### src/rtl/irq_nest_regs.vh
// Constants for the nested interrupt priority and macro service dispatcher.
// Assumes inclusion by bare name from the design files; definitions only.
`ifndef IRQ_NEST_REGS_VH
`define IRQ_NEST_REGS_VH
// Source count and priority level count
`define NSRC          23
`define NLVL          4
// Shared serial sources: default priorities
`define SRC_SER1      14
`define SRC_SER2      17
// Control word base address and spacing (bytes)
`define CW_BASE       16'hfe06
`define CW_STEP       16'h0002
// Control word addresses of note
`define CW_SER1       16'hfe24
`define CW_SER2       16'hfe2c
`define CW_LAST       16'hfe38
// In-service bit positions: levels 0..3, then non-maskable
`define ISB_NMI_LO    4
`define ISB_NMI_HI    7
// Mode register field: end vector suppress bit
`define MODE_VSUP_BIT 7
// Macro service kinds
`define MS_TYPE_A     2'h0
`define MS_TYPE_B     2'h1
`define MS_TYPE_C     2'h2
`define MS_COUNTER    2'h3
// Reset values
`define ISB_RESET     8'h00
`endif

### src/rtl/irq_level_pick.v
// Picks the winning source among eligible requests at one priority level.
// Assumes request and mask vectors are in default-priority order, bit 0 highest.
module irq_level_pick #(
  parameter N = 23,
  parameter W = 5
) (
  // Candidates
  input  wire [N-1:0] cand,
  // Result
  output reg          hit,
  output reg  [W-1:0] idx
);
  integer i;

  // Lowest index (highest default priority) wins
  always @* begin
    hit = 1'b0;
    idx = {W{1'b0}};
    for (i = N - 1; i >= 0; i = i - 1) begin
      if (cand[i]) begin
        hit = 1'b1;
        idx = i[W-1:0];
      end
    end
  end
endmodule // irq_level_pick

### src/rtl/cw_addr_map.v
// Maps a macro service source number to its control word address.
// Assumes source numbers equal default priorities 0..22.
`include "irq_nest_regs.vh"
module cw_addr_map #(
  parameter W = 5
) (
  // Source
  input  wire [W-1:0] src,
  // Address
  output reg  [15:0]  addr
);
  // Words are two bytes apart; gaps before the serial words and before source 19
  always @* begin
    if (src >= `SRC_SER2)
      addr = `CW_SER2 + {10'h000, src - 5'd17, 1'b0};
    else if (src >= `SRC_SER1)
      addr = `CW_SER1 + {10'h000, src - 5'd14, 1'b0};
    else
      addr = `CW_BASE + {10'h000, src, 1'b0};
    if (src == 5'd19)
      addr = 16'hfe32;
    else if (src == 5'd20)
      addr = 16'hfe34;
    else if (src == 5'd21)
      addr = 16'hfe36;
    else if (src == 5'd22)
      addr = `CW_LAST;
  end
endmodule // cw_addr_map

### src/rtl/nested_irq_priority_macro_dispatch.v
// Nested maskable interrupt acceptance and macro service dispatch.
// Assumes peripheral request levels and CPU instruction strobes synchronous to clk.
// Assumes each core strobe stands one cycle and cpu_ready marks instruction boundaries.
//
// How it works
// - A new request can be taken while an earlier service routine runs.
// - Fixed default order plus programmable per-source levels both steer arbitration.
// - Each maskable source sits at one of four levels, level 0 highest.
// - Taking any vectored interrupt clears the global enable flag.
// - Nothing in service and enable set: every maskable level is taken.
// - Enable clear, level 0 or non-maskable in service: macro service only.
// - Level 3 in service: nesting select picks all levels or 0..2.
// - Level 2 highest in service: only levels 0 and 1 vectored.
// - Level 1 highest in service: only level 0 vectored.
// - Macro service skips stacking and vector fetch, does a transfer.
// - After the programmed count runs out a vectored request is raised.
// - Twenty-three sources, four macro service kinds chosen per source.
// - Default priorities 0..22 with fixed control word addresses.
// - Async receive one and sync serial one share priority 14.
// - Async receive two and sync serial two share priority 17.
// - Timer matches take priorities 4..10 at two-byte steps.
// - Eligible when requested and unmasked; level then default order.
// - Accepting a vectored interrupt sets its level's in-service bit.
// - Macro service ignores the enable flag; only masks block it.
// - At count zero the suppress bit chooses vector or silence.
`include "irq_nest_regs.vh"
module nested_irq_priority_macro_dispatch #(
  parameter NSRC = 23,
  parameter SW   = 5
) (
  // Clock and reset
  input  wire              clk,
  input  wire              rst,
  // Peripheral requests and per-source settings
  input  wire [NSRC-1:0]   req_flags,
  input  wire [NSRC-1:0]   mask_flags,
  input  wire [NSRC-1:0]   macro_enable,
  input  wire [2*NSRC-1:0] prio_levels,
  input  wire [2*NSRC-1:0] macro_kinds,
  input  wire [NSRC-1:0]   end_vector_suppress_bit,
  input  wire              serial1_sync_mode,
  input  wire              serial2_sync_mode,
  // CPU core state and strobes
  input  wire              level3_nesting_select,
  input  wire              enable_interrupts_instruction,
  input  wire              disable_interrupts_instruction,
  input  wire              return_from_interrupt_instruction,
  input  wire              nmi_accept,
  input  wire              nmi_is_watchdog,
  input  wire              macro_done,
  input  wire              macro_count_zero,
  input  wire              cpu_ready,
  // Dispatch outputs
  output reg               vector_take,
  output reg               macro_take,
  output reg  [SW-1:0]     take_src,
  output reg  [1:0]        take_level,
  output reg  [1:0]        take_kind,
  output reg  [15:0]       take_cw_addr,
  output reg               skip_context_save,
  output reg  [NSRC-1:0]   req_clear,
  output reg               serial1_is_sync,
  output reg               serial2_is_sync,
  // Core state view
  output reg               global_irq_enable_flag,
  output reg  [7:0]        in_service_level_bits,
  output reg  [NSRC-1:0]   end_vector_pending
);
  // State
  reg              ie_q;
  reg              ie_d;
  reg  [7:0]       isb_q;
  reg  [7:0]       isb_d;
  reg  [NSRC-1:0]  endv_q;
  reg  [NSRC-1:0]  endv_d;
  reg  [SW-1:0]    msrc_q;

  // In-service decode; non-maskable bits outrank every level
  wire             nmi_busy  = |isb_q[`ISB_NMI_HI:`ISB_NMI_LO];
  wire             lvl_any   = |isb_q[3:0];
  wire             lvl0_busy = isb_q[0];
  wire             lvl1_top  = ~lvl0_busy & isb_q[1];
  wire             lvl2_top  = ~lvl0_busy & ~isb_q[1] & isb_q[2];
  wire             lvl3_top  = ~lvl0_busy & ~isb_q[1] & ~isb_q[2] & isb_q[3];
  wire             idle_isb  = ~nmi_busy & ~lvl_any;

  // Vectored route: plain sources, or macro sources whose count ran out
  wire [NSRC-1:0]  vec_route = ~macro_enable | endv_q;

  // Count ran out and the end vector is not suppressed
  wire             endv_set  = macro_done & macro_count_zero & ~end_vector_suppress_bit[msrc_q];

  // Eligibility and level split
  wire [NSRC-1:0]  elig = (req_flags | endv_q) & ~mask_flags;
  wire [NSRC-1:0]  ms_cand = req_flags & ~mask_flags & macro_enable;
  reg  [NSRC-1:0]  vcand [0:3];
  integer          k;

  always @* begin
    for (k = 0; k < 4; k = k + 1)
      vcand[k] = {NSRC{1'b0}};
    for (k = 0; k < NSRC; k = k + 1)
      if (elig[k] & vec_route[k])
        vcand[prio_levels[2*k +: 2]][k] = 1'b1;
  end

  // One picker per level, default order breaks ties
  wire [3:0]       lvl_hit;
  wire [SW-1:0]    lvl_idx [0:3];
  wire             ms_hit;
  wire [SW-1:0]    ms_idx;
  genvar g;
  generate
    for (g = 0; g < 4; g = g + 1) begin : g_lvl
      irq_level_pick #(.N(NSRC), .W(SW)) u_pick (
        .cand (vcand[g]),
        .hit  (lvl_hit[g]),
        .idx  (lvl_idx[g])
      );
    end
  endgenerate

  irq_level_pick #(.N(NSRC), .W(SW)) u_ms_pick (
    .cand (ms_cand),
    .hit  (ms_hit),
    .idx  (ms_idx)
  );

  // Highest accepted level from in-service state
  reg  [3:0] lvl_ok;
  always @* begin
    lvl_ok = 4'b0000;
    if (ie_q && !nmi_busy && !lvl0_busy) begin
      if (lvl1_top)
        lvl_ok = 4'b0001;
      else if (lvl2_top)
        lvl_ok = 4'b0011;
      else if (lvl3_top)
        lvl_ok = level3_nesting_select ? 4'b0111 : 4'b1111;
      else if (idle_isb)
        lvl_ok = 4'b1111;
    end
  end

  // Best accepted vectored request
  reg          v_hit;
  reg  [1:0]   v_lvl;
  reg  [SW-1:0] v_idx;
  integer       m;
  always @* begin
    v_hit = 1'b0;
    v_lvl = 2'h0;
    v_idx = {SW{1'b0}};
    for (m = 3; m >= 0; m = m - 1) begin
      if (lvl_hit[m] && lvl_ok[m]) begin
        v_hit = 1'b1;
        v_lvl = m[1:0];
        v_idx = lvl_idx[m];
      end
    end
  end

  // Macro service goes first; it needs no enable
  wire do_ms  = cpu_ready & ms_hit;
  // A vectored take yields to macro service and to a non-maskable accept
  wire vec_gate = cpu_ready & ~ms_hit & ~nmi_accept;
  wire do_vec   = vec_gate & v_hit;
  wire any_take = do_ms | do_vec;
  wire [SW-1:0] pick_src = do_ms ? ms_idx : v_idx;
  wire [15:0]   pick_addr;

  // Level and kind of the chosen source
  wire [1:0]    ms_lvl    = prio_levels[2*ms_idx +: 2];
  wire [1:0]    pick_lvl  = do_ms ? ms_lvl : v_lvl;
  wire [1:0]    pick_kind = macro_kinds[2*pick_src +: 2];

  cw_addr_map #(.W(SW)) u_map (
    .src  (pick_src),
    .addr (pick_addr)
  );

  // Top in-service bit: non-maskable first, then level 0 upward
  reg  [7:0] ret_clr;
  always @* begin
    ret_clr = 8'h00;
    if (isb_q[7])
      ret_clr = 8'h80;
    else if (isb_q[6])
      ret_clr = 8'h40;
    else if (isb_q[0])
      ret_clr = 8'h01;
    else if (isb_q[1])
      ret_clr = 8'h02;
    else if (isb_q[2])
      ret_clr = 8'h04;
    else if (isb_q[3])
      ret_clr = 8'h08;
  end

  // Global enable flag: accepts clear it, disable beats enable
  always @* begin
    ie_d = ie_q;
    if (enable_interrupts_instruction)
      ie_d = 1'b1;
    if (disable_interrupts_instruction)
      ie_d = 1'b0;
    if (do_vec || nmi_accept)
      ie_d = 1'b0;
  end

  // In-service bits: return clears the top one, accepts set theirs
  always @* begin
    isb_d = isb_q;
    if (return_from_interrupt_instruction)
      isb_d = isb_q & ~ret_clr;
    if (do_vec)
      isb_d[v_lvl] = 1'b1;
    if (nmi_accept) begin
      if (nmi_is_watchdog)
        isb_d[6] = 1'b1;
      else
        isb_d[7] = 1'b1;
    end
  end

  // End-of-count vector requests; set wins over clear
  always @* begin
    endv_d = endv_q;
    if (do_vec)
      endv_d[v_idx] = 1'b0;
    if (endv_set)
      endv_d[msrc_q] = 1'b1;
  end

  always @(posedge clk or posedge rst) begin
    if (rst) begin
      ie_q   <= 1'b0;
      isb_q  <= `ISB_RESET;
      endv_q <= {NSRC{1'b0}};
      msrc_q <= {SW{1'b0}};
    end else begin
      ie_q   <= ie_d;
      isb_q  <= isb_d;
      endv_q <= endv_d;
      if (do_ms)
        msrc_q <= ms_idx;
    end
  end

  // Registered dispatch pulses and the chosen source's details
  always @(posedge clk or posedge rst) begin
    if (rst) begin
      vector_take       <= 1'b0;
      macro_take        <= 1'b0;
      skip_context_save <= 1'b0;
      take_src          <= {SW{1'b0}};
      take_level        <= 2'h0;
      take_kind         <= `MS_TYPE_A;
      take_cw_addr      <= 16'h0000;
      req_clear         <= {NSRC{1'b0}};
    end else begin
      vector_take       <= do_vec;
      macro_take        <= do_ms;
      skip_context_save <= do_ms;
      take_src          <= pick_src;
      take_level        <= pick_lvl;
      take_kind         <= pick_kind;
      take_cw_addr      <= pick_addr;
      req_clear         <= {NSRC{1'b0}};
      if (any_take)
        req_clear[pick_src] <= 1'b1;
    end
  end

  // Shared serial hardware: echo which use is active
  always @(posedge clk or posedge rst) begin
    if (rst) begin
      serial1_is_sync <= 1'b0;
      serial2_is_sync <= 1'b0;
    end else begin
      serial1_is_sync <= serial1_sync_mode;
      serial2_is_sync <= serial2_sync_mode;
    end
  end

  // Core state view, updated on the same edge as the internal state
  always @(posedge clk or posedge rst) begin
    if (rst) begin
      global_irq_enable_flag <= 1'b0;
      in_service_level_bits  <= `ISB_RESET;
      end_vector_pending     <= {NSRC{1'b0}};
    end else begin
      global_irq_enable_flag <= ie_d;
      in_service_level_bits  <= isb_d;
      end_vector_pending     <= endv_d;
    end
  end
endmodule // nested_irq_priority_macro_dispatch

### config.mk
export PLATFORM = sky130hd
export DESIGN_NAME = nested_irq_priority_macro_dispatch
export DESIGN_NICKNAME = d
export VERILOG_FILES = /design/src/rtl/irq_level_pick.v /design/src/rtl/cw_addr_map.v /design/src/rtl/nested_irq_priority_macro_dispatch.v
export VERILOG_INCLUDE_DIRS = /design/src /design/src/rtl
export SDC_FILE = /design/constraint.sdc
export NUM_CORES = 1
export LEC_CHECK = 0
export BUFFER_PORTS_ARGS = -buffer_cell sky130_fd_sc_hd__buf_2
export CAP_MARGIN = 15
export CELL_PAD_IN_SITES_DETAIL_PLACEMENT = 1
export CELL_PAD_IN_SITES_GLOBAL_PLACEMENT = 1
export CORE_MARGIN = 2
export CORE_UTILIZATION = 36
export CTS_CLUSTER_SIZE = 28
export DETAILED_ROUTE_END_ITERATION = 6
export PLACE_DENSITY = 0.94
export REMOVE_ABC_BUFFERS = 1
export SYNTH_ARGS = -nofsm -noshare
export SYNTH_HDL_FRONTEND = slang
export SYNTH_SLANG_ARGS = --single-unit
### constraint.sdc
create_clock -name clk -period 5.5 [get_ports clk]
set_input_delay 0.55 -clock clk [delete_from_list [all_inputs] [get_ports clk]]
set_output_delay 0.55 -clock clk [all_outputs]
set_load 0.01 [all_outputs]
==> qor.csv, run 1 <==
metric,value,unit
"Avg Cell Area, Syn",7.69,um^2
overall routing resource usage,31.4,%
clk buf depth,2,
Layout Skew,0.00790,ns
pin count of the biggest net entering global routing,79,
switching share of power,45.1,%
Resized cells post-CTS,0,
clock root buffer,clkbuf_16,
Filler Cells Inserted,2745,
H-tree depth,3,
CP max FO,17,
CTS Sinks,78,
Total Power Consumption,2.55,mW
HP Class,input port to flop,
Logic pwr share,44.0,%
vias in the first global route,9857,
Post-synth EDFFs,0,
Final Wtd Congestion,0.982,
Setup CP Type,flop to flop,
total of max-cap violations,0,
Synth async-reset ratio,100,%
Nets,1483,
CTS buffer count,9,
PD cells,265,nW/um^2
Post-CTS Setup Inserts,0,
full die area,22700,um^2
drt total wl,35.9,mm
die height,151,um
grt met3 use,5.21,%
Synth Warn #,0,
drt pass-1 iters,5,
initial antenna violation count,1,
Slew Limit Fails,0,
Flop pwr share,32.9,%
P_leak,4.70,nW
# rows,53,
Yosys cell types,93,
Hold Fails Final Rpt,0,
Ports,282,
GRT met2 Usage,54.2,%
Synth area leader,dfrtp_1,
PortBufs,276,
most instantiated cells after synthesis,"nand2_1, o21ai_0, nor2_1",
worst skew pair latency,0.35,ns
Worst Path Buf+Inv,2,
top cell type's share of synthesized area,25.2,%
Pint,1.40,mW
Final TNS setup,0,ns
initial DRC count,663,
Max rail drop VDD,0.169,mV
"Reg clk slew, reported paths",0.07,ns
Top delay family on crit path,compound AO/OA/AOI/OAI gates,
Required @ worst endpoint,5.72,ns
crit end category,flop,
net switching power,1.15,mW
status,"finished, final reports clean",
CTS tree,yes,
Clock Power Share,23.2,%
slowest library cell on the worst path,or4_1,
Detail Placement HPWL,28.8,mm
Crit path largest cell delay,0.58,ns
CTS Hold Bufs,0,
total global routing overflow,0,
Mapped Area,7750,um^2
layout cell share with drive strength beyond 1,28.7,%
Critical Path Start Type,flop,
relative slew slack,31.9,%
drt wl/cell,23.1,um
die width,151,um
met1 usage,37.9,%
post-synthesis sequential area ratio,25.2,%
fin crit period,4.97,ns
Crit path arrival time,5.19,ns
drt drc,0,
via/cell ratio,6.14,
"Critical Path, Cell by Cell",o21ai_0 -> o31ai_1 -> nor2_1 -> nand4_1 -> o2111ai_1 -> o31ai_2 -> a21o_2 -> a21oi_2 -> inv_2 -> ha_1 -> inv_1 -> o21ai_2 -> o21a_1 -> or4_1 -> a21boi_1,
# setup viols final,0,
Synth area leaders,"dfrtp_1, o21ai_0, nand2_1",
Vias,9559,
Highest Clock Rate,0.201,GHz
most numerous cell in the Yosys netlist,nand2_1,
register area,1950,um^2
area of the multi-input gates,5440,um^2
post-synthesis register bit count,78,
first-pass GRT wire length,54.6,mm
Post-synth top flop,dfrtp_1,
Antenna Nets Post-Route,0,
Final period util,90.3,%
RSZ-0062 raised after global routing,no,
cell count after synthesis,1008,
core area,21100,um^2
Initial Utilization,36.8,%
gr busiest metal,met2,
Slew @ Worst Pin,1.02,ns
Synth-to-Final Area Change,24.5,%
cell usage in the layout (no fill, tap or decap), drive strengths merged, types with 33 or more instances in the layout:
master	instances
nand3	33
dfrtp	78
buf	286
o21ai	124
o211ai	35
nor2	95
nor3	45
nor2b	34
nand2	115
inv	48
a21oi	33
state kept, by name (all words and copies together) (netlist names):
| register | cells |
|---|---|
| skip_context_save | 1 |
| msrc_q | 5 |
| serial1_is_sync | 1 |
| take_src | 5 |
| req_clear | 23 |
| take_cw_addr | 7 |
| global_irq_enable_flag | 1 |
| in_service_level_bits | 6 |
| serial2_is_sync | 1 |
| take_kind | 2 |
| vector_take | 1 |
| take_level | 2 |
| end_vector_pending | 23 |
worst reg2reg max path, delay by kind of cell (launching register included):
kind	cells	cell delay (ns)
flops	1	0.52
buf+inv	2	0.41
simple gates	3	1.17
compound gates	9	2.42
fa+ha+maj	1	0.31
logic make-up (layout without fill, tap and decap cells):
logic type / Yosys count / after routing / synth area share [%]
AO/OA/AOI/OAI: 326 / 326 / 28.8
XOR/XNOR: 5 / 5 / 0.743
adder cells (fa/ha/maj): 11 / 11 / 1.78
buffers and inverters: 78 / 346 / 4.84
flip-flops: 78 / 78 / 25.2
multiplexers: 49 / 49 / 7.39
other: 2 / 7 / 0.0969
AND/OR/NAND/NOR: 459 / 459 / 31.2
stage by stage:
| step | hold slack (ns) | util [%] | cell area (um^2) | instances | worst slack (ns) |
|---|---|---|---|---|---|
| floorplan | 0.532 | - | 7550 | 978 | 0.952 |
| global route | 0.311 | 45.8 | 9650 | 1556 | 0.238 |
| CTS | 0.303 | 45.7 | 9650 | 1555 | 0.614 |
| global placement | 0.519 | 44.4 | 9360 | 1539 | 0.513 |
| finish | 0.309 | 45.8 | 9650 | 1556 | 0.533 |
| detailed placement | 0.544 | 44.4 | 9360 | 1539 | 0.425 |
power by group through the flow:
stage | sequential [mW] | combinational (mW) | clock (mW)
3_3_place_gp | 0.832 | 1.05 | 0
3_5_place_dp | 0.837 | 1.08 | 0
4_1_cts | 0.829 | 1.11 | 0.593
2_1_floorplan | 0.804 | 0.600 | 0
6_report | 0.840 | 1.12 | 0.592
5_1_grt | 0.847 | 1.22 | 0.618
routing by layer:
layer	wire [um]	vias up
li1	-	4329
met1	14400	4676
met2	17300	446
met3	2560	108
met4	1700	0
met5	0	-
area by class of cell:
type	count	share of cell area, %
tap	275	3.57
antenna	1	0.0259
multi-input combinational	856	56.4
clock buffer	9	2.33
sequential	78	20.2
inverter	44	1.72
clock inverter	7	0.661
timing repair buffer	286	15.1
final timing paths:
kind	startpoint	to	slack [ns]	depth (start not counted)
worst max register to register	end_vector_pending[6]$_DFF_PP0_	take_cw_addr[5]$_DFF_PP0_	0.53	15
worst min-delay path	serial1_sync_mode	serial1_is_sync$_DFF_PP0_	0.31	1
max in group asynchronous	rst	end_vector_pending[22]$_DFF_PP0_	4.32	3
worst max-delay path	end_vector_pending[6]$_DFF_PP0_	take_cw_addr[5]$_DFF_PP0_	0.53	15
worst min register to register	in_service_level_bits[1]$_DFF_PP0_	in_service_level_bits[1]$_DFF_PP0_	0.56	2
min in group asynchronous	rst	in_service_level_bits[0]$_DFF_PP0_	0.51	3
Power figures use the tool's default switching activity.
==> inputs of run 2 (changes only) <==
--- a/config.mk
+++ b/config.mk
@@ -6,7 +6,7 @@
 export SDC_FILE = /design/constraint.sdc
 export NUM_CORES = 1
 export LEC_CHECK = 0
-export BUFFER_PORTS_ARGS = -buffer_cell sky130_fd_sc_hd__buf_2
+export BUFFER_PORTS_ARGS = -buffer_cell sky130_fd_sc_hd__buf_4
 export CAP_MARGIN = 15
 export CELL_PAD_IN_SITES_DETAIL_PLACEMENT = 1
 export CELL_PAD_IN_SITES_GLOBAL_PLACEMENT = 1
==> qor.csv, run 2 (synthesis results as in run 1) <==
metric,value,unit
status,"finished, final reports clean",
WHS Path Cells,1,
Antenna Nets Post-Route,0,
CTS Sinks,78,
gr busiest metal,met2,
Required @ worst endpoint,5.72,ns
Setup CP Type,flop to flop,
drt pass-1 iters,5,
CTS tree,yes,
"Reg clk slew, reported paths",0.06,ns
met1 usage,38.2,%
CTS buffer count,9,
first-pass GRT wire length,54.4,mm
hold path start,serial2_sync_mode,
"commonest non-fill, non-tap cells in the layout","buf_4, nand2_1, o21ai_0",
relative slew slack,32.8,%
initial DRC count,684,
clk buf depth,2,
drt drc,0,
Ports,282,
RSZ-0062 raised after global routing,no,
initial antenna violation count,0,
worst skew pair latency,0.34,ns
PortBufs,276,
clock root buffer,clkbuf_16,
Resized cells post-CTS,0,
CTS Hold Bufs,0,
GRT met2 Usage,54.7,%
vias in the first global route,9712,
"most common cell after layout, fill and taps aside",buf_4,
# setup viols final,0,
Detail Placement HPWL,29.6,mm
Slew @ Worst Pin,1.01,ns
crit end category,flop,
biggest regs,"end_vector_pending: 23 flops, req_clear: 23 flops, take_cw_addr: 7 flops",
total of max-cap violations,0,
Total Power Consumption,2.67,mW
Critical Path Start Type,flop,
Filler Cells Inserted,2640,
Synth-to-Final Area Change,33.5,%
total global routing overflow,0,
worst reg2reg path depth,15,
H-tree depth,3,
via/cell ratio,6.14,
core area,21100,um^2
full die area,22700,um^2
P_leak,4.91,nW
Layout Skew,0.00843,ns
die height,151,um
Final TNS setup,0,ns
# rows,53,
overall routing resource usage,31.2,%
Hold Fails Final Rpt,0,
Final Wtd Congestion,1.05,
die width,151,um
Nets,1485,
pin count of the biggest net entering global routing,79,
Highest Clock Rate,0.199,GHz
PD cells,258,nW/um^2
grt met3 use,4.73,%
CP max FO,18,
fin crit period,5.02,ns
Post-CTS Setup Inserts,0,
drt total wl,36.1,mm
Slew Limit Fails,0,
Vias,9549,
ant diodes,0,
Final period util,91.3,%
crit path from,end_vector_pending[1]$_DFF_PP0_,
Initial Utilization,36.8,%
layout cell share with drive strength beyond 1,28.7,%
Crit path arrival time,5.25,ns
FF-to-FF Start,end_vector_pending[1]$_DFF_PP0_,
drt wl/cell,23.2,um
HP Class,input port to flop,
Max rail drop VDD,0.193,mV
run 2: cell count changes in the layout (fill, tap and decap cells not counted):
cell        before  now
buf_4           10  288
buf_2          276    0
clkinv_2         1    4
clkinvlp_4       2    0
inv_6            3    1
inv_8            2    0
bufinv_16        0    1
clkinv_4         0    1
diode_2          1    0
run 2: routing by layer:
layer / vias up / wire length (um)
met5: - / 0
met4: 0 / 1350
met3: 86 / 2570
met2: 464 / 17700
met1: 4664 / 14500
li1: 4335 / -
run 2: where the power goes:
group          total, mW  leakage [nW]  switching (mW)  internal, mW
Combinational       1.22          3.74           0.707         0.518
Clock              0.595         0.145           0.246         0.349
Sequential         0.846          1.02           0.183         0.662
Total               2.67          4.91            1.14          1.53
run 2: metrics by stage:
stage / cell area, um^2 / hold slack, ns / setup slack (ns) / util (%) / instances
5_1_grt: 10300 / 0.308 / 0.197 / 49.1 / 1556
6_report: 10300 / 0.313 / 0.476 / 49.1 / 1556
3_5_place_dp: 10100 / 0.559 / 0.344 / 47.7 / 1541
4_1_cts: 10300 / 0.310 / 0.549 / 49.1 / 1556
3_3_place_gp: 10100 / 0.537 / 0.434 / 47.7 / 1541
2_1_floorplan: 7550 / 0.532 / 0.952 / - / 978
run 2: cell type report:
type                       instances  area (um^2)  share of cell area [%]
multi-input combinational        856         5440                    52.5
timing repair buffer             288         2160                    20.9
sequential                        78         1950                    18.9
tap                              275          344                    3.32
clock buffer                       9          225                    2.18
inverter                          44          166                    1.61
clock inverter                     6         62.6                   0.604
run 2: final timing paths:
path | to | slack (ns)
worst max-delay path | take_cw_addr[5]$_DFF_PP0_ | 0.48
worst min-delay path | serial2_is_sync$_DFF_PP0_ | 0.31
worst max register to register | take_cw_addr[5]$_DFF_PP0_ | 0.48
worst min register to register | in_service_level_bits[0]$_DFF_PP0_ | 0.57
max in group asynchronous | end_vector_pending[14]$_DFF_PP0_ | 4.32
min in group asynchronous | global_irq_enable_flag$_DFFE_PP0P_ | 0.52
run 2: critical path, stage by stage (launching register included):
cell      delay, ns
dfrtp_1        0.51
o21ai_0        0.70
o21ai_1        0.31
nor4_4         0.40
nand4_1        0.16
or4_1          0.56
nand3_2        0.17
a31o_2         0.20
inv_2          0.14
ha_1           0.25
o21ai_0        0.14
and2_1         0.22
nor2_1         0.09
o21a_1         0.33
or4_1          0.57
a21boi_1       0.15
